===== src/hw/ovr_regs_params.svh =====
// Register offsets, field positions, reset values and constants
`ifndef OVR_REGS_PARAMS_SVH
`define OVR_REGS_PARAMS_SVH
`define OFS_THRESHOLD 12'h211
`define OFS_CONFIG 12'h213
`define OFS_INIT_STATUS 12'h270
`define OFS_MODE_2 12'h29A
`define OFS_MODE_3 12'h29B
`define RST_THRESHOLD 8'hF2
`define RST_CONFIG 8'h07
`define RST_MODE_2 8'h0F
`define RST_MODE_3 8'h04
`define MODE_2_LOW 8'h06
`define MODE_3_LOW 8'h00
`define CFG_EN_BIT 3
`define CFG_N_MSB 2
`define CFG_WMASK 8'h0F
`define EXT_BASE 16'h0004
`define INIT_CYCLES 8'h20
`endif


===== src/hw/ovr_pkg.sv =====
// Types shared by the over-range and mode register block
`default_nettype none
package ovr_pkg;
	typedef enum logic [1:0] {
		MODE_HIGH_PERF = 2'b00,
		MODE_LOW_POWER = 2'b01,
		MODE_RESERVED = 2'b10
	} power_mode_t;
	typedef logic [11:0] sample_t;
endpackage
`default_nettype wire


===== src/hw/range_flag_chan.sv =====
// One channel's threshold compare with minimum pulse extension
`include "ovr_regs_params.svh"
`default_nettype none
module range_flag_chan
	import ovr_pkg::*;
(
	input wire logic clk_sys,
	input wire logic arst_n,
	input wire logic sample_valid,
	input wire sample_t sample,
	input wire logic [7:0] threshold,
	input wire logic [2:0] ext_exp,
	input wire logic enable,
	output logic flag
);
	typedef struct packed {
		logic flag;
		logic [15:0] hold;
	} chan_state_t;

	chan_state_t st_r;
	chan_state_t st_nxt;
	logic [11:0] mag;
	logic hit;

	// Magnitude of two's complement sample; most negative saturates
	always_comb begin
		mag = sample[11] ? 12'(~sample + 12'h001) : sample;
		if (sample == 12'h800) begin
			mag = 12'h7FF;
		end
		// Threshold scales the 8-bit value onto the 11-bit magnitude, in steps of 8
		hit = ({1'b0, mag[10:0]} >= {1'b0, threshold, 3'h0});
	end

	// Extension counter reloads on each hit, flag drops when it expires
	always_comb begin
		st_nxt = st_r;
		if (sample_valid) begin
			if (hit) begin
				st_nxt.hold = 16'(`EXT_BASE << ext_exp) - 16'h0001;
				st_nxt.flag = 1'b1;
			end else if (st_r.hold != 16'h0000) begin
				st_nxt.hold = st_r.hold - 16'h0001;
			end else begin
				st_nxt.flag = 1'b0;
			end
		end
		if (!enable) begin
			st_nxt.flag = 1'b0;
			st_nxt.hold = 16'h0000;
		end
	end

	always_ff @(posedge clk_sys or negedge arst_n) begin
		if (!arst_n) begin
			st_r <= '0;
		end else begin
			st_r <= st_nxt;
		end
	end

	assign flag = st_r.flag;

	AST_FLAG_OFF_WHEN_DISABLED: assert property (
		@(posedge clk_sys) disable iff (!arst_n)
		!enable |=> !flag)
		else $error("flag high while outputs disabled");
	AST_HIT_RAISES_FLAG: assert property (
		@(posedge clk_sys) disable iff (!arst_n)
		sample_valid && hit && enable |=> flag)
		else $error("flag missed a threshold hit");
endmodule
`default_nettype wire


===== src/hw/ovr_regs.sv =====
// Over-range detection, init status and power mode register bank
`include "ovr_regs_params.svh"
`default_nettype none
module ovr_regs
	import ovr_pkg::*;
(
	input wire logic clk_sys,
	input wire logic arst_n,
	input wire logic reg_wr,
	input wire logic reg_rd,
	input wire logic [11:0] reg_addr,
	input wire logic [7:0] reg_wdata,
	output logic [7:0] reg_rdata,
	input wire logic sample_valid,
	input wire sample_t samp_a,
	input wire sample_t samp_b,
	input wire sample_t samp_c,
	input wire sample_t samp_d,
	output logic chan_a_range_flag,
	output logic chan_b_range_flag,
	output logic chan_c_range_flag,
	output logic chan_d_range_flag,
	output logic init_done,
	output logic [7:0] power_mode_code_2,
	output logic [7:0] power_mode_code_3,
	output logic low_power_active
);
	typedef struct packed {
		logic [7:0] threshold;
		logic [7:0] config_r;
		logic [7:0] mode2;
		logic [7:0] mode3;
		logic [7:0] init_cnt;
		logic done;
		logic [7:0] rdata;
		logic lp;
		logic [3:0] flag;
	} reg_state_t;

	reg_state_t st_r;
	reg_state_t st_nxt;
	logic [3:0] flag_w;
	sample_t samp_arr [4];

	// Decode a mode pair into one operating mode
	function automatic power_mode_t mode_of(input logic [7:0] m2,
		input logic [7:0] m3);
		if (m2 == `MODE_2_LOW && m3 == `MODE_3_LOW) begin
			return MODE_LOW_POWER;
		end else if (m2 == `RST_MODE_2 && m3 == `RST_MODE_3) begin
			return MODE_HIGH_PERF;
		end
		return MODE_RESERVED;
	endfunction

	assign samp_arr[0] = samp_a;
	assign samp_arr[1] = samp_b;
	assign samp_arr[2] = samp_c;
	assign samp_arr[3] = samp_d;

	// One detector per channel, each fed only its own samples
	for (genvar i = 0; i < 4; i++) begin : g_chan
		range_flag_chan u_chan (
			.clk_sys(clk_sys),
			.arst_n(arst_n),
			.sample_valid(sample_valid),
			.sample(samp_arr[i]),
			.threshold(st_r.threshold),
			.ext_exp(st_r.config_r[`CFG_N_MSB:0]),
			.enable(st_r.config_r[`CFG_EN_BIT]),
			.flag(flag_w[i])
		);
	end

	// Writes, init counter and read data; reserved bits stay zero so
	// a careless host cannot set them
	always_comb begin
		st_nxt = st_r;
		if (!st_r.done) begin
			st_nxt.init_cnt = st_r.init_cnt + 8'h01;
			st_nxt.done = (st_r.init_cnt == `INIT_CYCLES - 8'h01);
		end
		if (reg_wr) begin
			unique case (reg_addr)
				`OFS_THRESHOLD: st_nxt.threshold = reg_wdata;
				`OFS_CONFIG: st_nxt.config_r = reg_wdata & `CFG_WMASK;
				`OFS_MODE_2: st_nxt.mode2 = reg_wdata;
				`OFS_MODE_3: st_nxt.mode3 = reg_wdata;
				default: ;
			endcase
		end
		st_nxt.rdata = 8'h00;
		if (reg_rd) begin
			unique case (reg_addr)
				`OFS_THRESHOLD: st_nxt.rdata = st_r.threshold;
				`OFS_CONFIG: st_nxt.rdata = st_r.config_r;
				`OFS_INIT_STATUS: st_nxt.rdata = {7'h00, st_r.done};
				`OFS_MODE_2: st_nxt.rdata = st_r.mode2;
				`OFS_MODE_3: st_nxt.rdata = st_r.mode3;
				default: st_nxt.rdata = 8'h00;
			endcase
		end
		st_nxt.lp = (mode_of(st_nxt.mode2, st_nxt.mode3) == MODE_LOW_POWER);
		// Extra stage so the flag pins come straight from a flip-flop
		st_nxt.flag = flag_w;
	end

	always_ff @(posedge clk_sys or negedge arst_n) begin
		if (!arst_n) begin
			st_r <= '{threshold: `RST_THRESHOLD, config_r: `RST_CONFIG,
				mode2: `RST_MODE_2, mode3: `RST_MODE_3, init_cnt: 8'h00,
				done: 1'b0, rdata: 8'h00, lp: 1'b0, flag: 4'h0};
		end else begin
			st_r <= st_nxt;
		end
	end

	assign reg_rdata = st_r.rdata;
	assign init_done = st_r.done;
	assign power_mode_code_2 = st_r.mode2;
	assign power_mode_code_3 = st_r.mode3;
	assign low_power_active = st_r.lp;
	assign chan_a_range_flag = st_r.flag[0];
	assign chan_b_range_flag = st_r.flag[1];
	assign chan_c_range_flag = st_r.flag[2];
	assign chan_d_range_flag = st_r.flag[3];

	AST_FLAGS_LOW_DISABLED: assert property (
		@(posedge clk_sys) disable iff (!arst_n)
		!st_r.config_r[`CFG_EN_BIT] ##1 !st_r.config_r[`CFG_EN_BIT]
		|=> st_r.flag == 4'h0)
		else $error("range flag high while disabled");
	AST_INIT_STICKY: assert property (
		@(posedge clk_sys) disable iff (!arst_n)
		init_done |=> init_done)
		else $error("init done dropped");
	AST_INIT_READ: assert property (
		@(posedge clk_sys) disable iff (!arst_n)
		reg_rd && reg_addr == `OFS_INIT_STATUS
		|=> reg_rdata == {7'h00, $past(init_done)})
		else $error("init status read wrong");
	AST_CFG_RSVD_ZERO: assert property (
		@(posedge clk_sys) disable iff (!arst_n)
		st_r.config_r[7:4] == 4'h0)
		else $error("reserved config bits set");
	AST_MODE2_WRITE: assert property (
		@(posedge clk_sys) disable iff (!arst_n)
		reg_wr && reg_addr == `OFS_MODE_2
		|=> power_mode_code_2 == $past(reg_wdata))
		else $error("mode 2 write lost");
	AST_MODE3_WRITE: assert property (
		@(posedge clk_sys) disable iff (!arst_n)
		reg_wr && reg_addr == `OFS_MODE_3
		|=> power_mode_code_3 == $past(reg_wdata))
		else $error("mode 3 write lost");
	AST_THRESH_WRITE: assert property (
		@(posedge clk_sys) disable iff (!arst_n)
		reg_wr && reg_addr == `OFS_THRESHOLD
		|=> st_r.threshold == $past(reg_wdata))
		else $error("threshold write lost");
	AST_LP_DECODE: assert property (
		@(posedge clk_sys) disable iff (!arst_n)
		low_power_active |-> power_mode_code_2 == `MODE_2_LOW
		&& power_mode_code_3 == `MODE_3_LOW)
		else $error("low power flag without low power codes");
endmodule
`default_nettype wire


===== config.mk =====
export PLATFORM = sky130hd
export DESIGN_NAME = ovr_regs
export DESIGN_NICKNAME = d
export VERILOG_FILES = /design/src/hw/ovr_pkg.sv /design/src/hw/range_flag_chan.sv /design/src/hw/ovr_regs.sv
export VERILOG_INCLUDE_DIRS = /design/src /design/src/hw
export SDC_FILE = /design/constraint.sdc
export NUM_CORES = 1
export LEC_CHECK = 0
export BUFFER_PORTS_ARGS = -buffer_cell sky130_fd_sc_hd__buf_2
export CORE_MARGIN = 2
export CORE_UTILIZATION = 50
export CTS_CLUSTER_SIZE = 16
export DETAILED_ROUTE_END_ITERATION = 10
export HOLD_SLACK_MARGIN = 0.06
export PLACE_DENSITY = 0.8
export SYNTH_ARGS = -nofsm -noshare
export SYNTH_HDL_FRONTEND = slang
export SYNTH_HIERARCHICAL = 1
export SYNTH_SLANG_ARGS = --single-unit

===== constraint.sdc =====
create_clock -name clk_sys -period 3.8 [get_ports clk_sys]
set_clock_uncertainty 0.05 [all_clocks]
set_input_delay 0.19 -clock clk_sys [delete_from_list [all_inputs] [get_ports clk_sys]]
set_output_delay 0.19 -clock clk_sys [all_outputs]
set_load 0.03 [all_outputs]

==> metrics.yaml <==
setup_path:
  critPathBufInv: 1
  crit_path_start_kind: "input port"
  criticalPathCategory: "in2reg"
  rr_worst_depth: 13
  crit_top_cell: "nand3_1"
  timing.rr.start: "st_r[51]"
  cpLargestDelayFamily: "simple AND/OR/NAND/NOR gates"
  crit_arrival_ps: 3800
  critPathRequiredTime_ps: 4080
  reg2reg_slack_ps: 470
  critPathSlowestCell: "or4_1"
  worst_setup_path_end_kind: "flip-flop"
  path_max_fanout: 6
  rr_endpoint: "g_chan[0].u_chan/st_r[12]"
  worstPathCellList: "buf_2 -> nor2_1 -> nand3_1 -> or4_1 -> o31a_1 -> xnor2_1 -> nand2_1 -> ha_1 -> nand3_1 -> nor4_1 -> nand3_1 -> nand4_1 -> ha_1 -> nand3b_1 -> or3_1 -> or4_1 -> a21oi_1"
  cp_slowest_stage_delay_ps: 460
clock_network:
  htreeDepth: 4
  clk_latency_ps: 430
  cts_made_buffers: 17
  clk_pin_slew_ps: 60
  cts.sinks: 118
  cts-root-buf: "clkbuf_16"
  cts_max_path_buffers: 2
  cts_tree: "yes"
die:
  die_area_um2: 19900
  die_h_um: 141
  start_util_pct: 50.6
  num_rows: 50
  die_x_um: 141
  io_pins: 103
  core_um2: 18600
logic_synthesis:
  syn_nets: 1198
  synth_edf_count: 0
  async_flop_share_pct: 100
  synth_top_flop_cell: "dfrtp_1"
  synth_top_area_share_pct: 28.0
  synth_seq_cells: 118
  synth_top_area_cell: "dfrtp_1"
  ys_top_cells_by_area: "dfrtp_1 (28%), ha_1 (5.5%), mux2_2 (4.1%), dfstp_2 (3.6%), nor2_1 (3.4%)"
  syn-cell-area_um2: 9400
  syn_avg_cell_area_um2: 8.67
  seq_area_frac_synth_pct: 31.6
  yosys_warnings: 6
  synthDistinctLibCells: 82
  synthCells: 1084
run:
  max-cap-violations: 0
drt:
  wl_per_cell_um: 18.2
  drc_errors: 0
  dr.pass1.iters: 7
  via_per_inst: 6.43
  drt_first_iter_violations: 814
  ant_nets: 0
  vias: 9161
  wl_mm: 25.9
global_routing:
  grt.overflow.total: 0
  grt_max_degree: 69
  grt_use_total_pct: 26.5
  antenna_found_initial: 0
  grt_pass1_wl_mm: 43.5
  grt_pass1_vias: 8858
sta:
  period_share_pct: 92.6
  max_freq_mhz: 284
  final_hold_viol_count: 0
  final_max_slew_viol_count: 0
  worst_slew_pin_slew_ps: 928
  worst_slack_ps: 283
  setup_viol: 0
  post-route-min-period_ps: 3520
  relSlewSlack_pct: 38.2
layout:
  nets: 1291
  final_common_cell: "dfrtp_1"
  utilization_pct: 58.3
  antenna_cells: 0
  n_fill_cell: 1585
  syn2layout_area_growth_pct: 15.3
  final_cell_mix: "dfrtp_1 (104), buf_2 (101), nor2_1 (84)"
  drive_above_1_share_pct: 22.3
pwr:
  ir_drop_v: 0.000365
  p_per_area_nw_per_um2: 313
  leakage_nw: 4.81
worst_hold_path:
  hold_path_class: "in2reg"
  hold_end: "reg_rdata[0]"
  holdPathStages: 5
  worstHoldStart: "reg_addr[8]"
placement:
  gp_congestion: 0.913
  dp_hpwl_mm: 17.7
  io_buffers: 102
  place_ws_ps: -59.3
status:
  status: "finished, final reports clean"
worst max path at each step:
stage               from                         to  slack [ps]  depth (start not counted)
5_1_grt        samp_d[2]  g_chan[3].u_chan/st_r[10]          -3                         17
4_1_cts        samp_c[0]   g_chan[2].u_chan/st_r[6]         360                         20
3_3_place_gp   samp_c[0]   g_chan[2].u_chan/st_r[6]          20                         20
6_report       samp_d[3]  g_chan[3].u_chan/st_r[10]         280                         17
2_1_floorplan  samp_a[0]  g_chan[0].u_chan/st_r[12]         -20                         21
3_5_place_dp   samp_c[0]   g_chan[2].u_chan/st_r[6]         -60                         20
cell type report:
type	instances	area [µm²]	share of cell area (%)
clock buffers	19	443	4.09
clock inverters	13	135	1.25
inverters	60	225	2.08
multi-input cells	829	5840	53.9
flip-flops and latches	118	2970	27.4
well taps	234	293	2.70
repair buffers	151	931	8.59
kinds of logic (layout without fill, tap and decap cells):
group	Yosys count	after routing	synth area share (%)
multiplexers	53	53	6.15
buffers and inverters	137	243	6.97
AND/OR/NAND/NOR	422	422	25.5
adder cells (fa/ha/maj)	41	41	5.46
AO/OA/AOI/OAI	287	287	21.9
XOR/XNOR	26	26	2.42
flip-flops	118	118	31.6
sequential cells by signal (all words and copies together), names as in the netlist:
| signal | flops |
|---|---|
| chan_b_range_flag | 1 |
| power_mode_code_2 | 8 |
| g_chan.u_chan/st_r | 64 |
| power_mode_code_3 | 8 |
| chan_d_range_flag | 1 |
| st_r | 20 |
| reg_rdata | 8 |
| low_power_active | 1 |
| init_done | 1 |
| g_chan.u_chan/flag | 4 |
| chan_c_range_flag | 1 |
| chan_a_range_flag | 1 |
report_power, final:
part           total [mW]  internal, mW  switching, mW
combinational       0.528         0.212          0.316
clock                1.60         0.937          0.661
sequential           1.27          1.26        0.00627
per-stage QoR:
step,std cells,total power [mW],instance area [µm²],TNS (ps),hold WS [ps]
after floorplan,1084,1.62,9460,-19.6,-156
final,1424,3.39,10800,0,172
after global placement,1382,1.79,10100,0,323
after CTS,1424,3.40,10800,0,159
after global routing,1424,3.52,10800,-3.02,185
after detailed placement,1382,1.80,10100,-213,323
timing repair:
item,4_1_cts,5_1_grt
hold buffers,10,0
resized for setup,0,2
buffers inserted,0,0
setup endpoints to repair,0,3
endpoints found under the hold margin,96,0
worst reg2reg max path: stages (launching register included):
cell and delay (ps):
dfstp_2 670, inv_1 80, ha_1 300, and4_1 250, and4_1 220, and3_1 180
nor2_1 70, nand2_1 70, ha_1 290, nand4_1 150, or3_1 390, nor4_2 200
a2bb2oi_1 200, mux2i_1 90
cells in the mapped netlist, types with 11 or more instances:
master and number:
nor2_1 84, or3_1 13, and3_1 23, o31ai_1 11, dfrtp_1 105, nor2b_1 17
nor4_1 38, o21ai_1 13, a32o_1 11, mux2i_1 18, ha_1 41, buf_2 11
xor2_1 16, inv_1 59, o211ai_1 15, clkbuf_1 37, o311ai_0 12, buf_4 24
nand3_1 31, nor3_1 37, a21oi_1 44, nand2_1 77, a211oi_1 12, dfstp_2 13
o21ai_0 49, o22ai_1 30, nand4_1 19, mux2_2 34
routing by layer:
layer	vias up	routed length [µm]	track usage, %	part of all wire [%]
met3	70	1710	4.62	6.6
met5	-	0	0	0
met1	4395	11100	34.6	43
met4	0	640	9.63	2.5
li1	4292	-	-	-
met2	404	12500	44.3	48
Power figures use the tool's default switching activity.
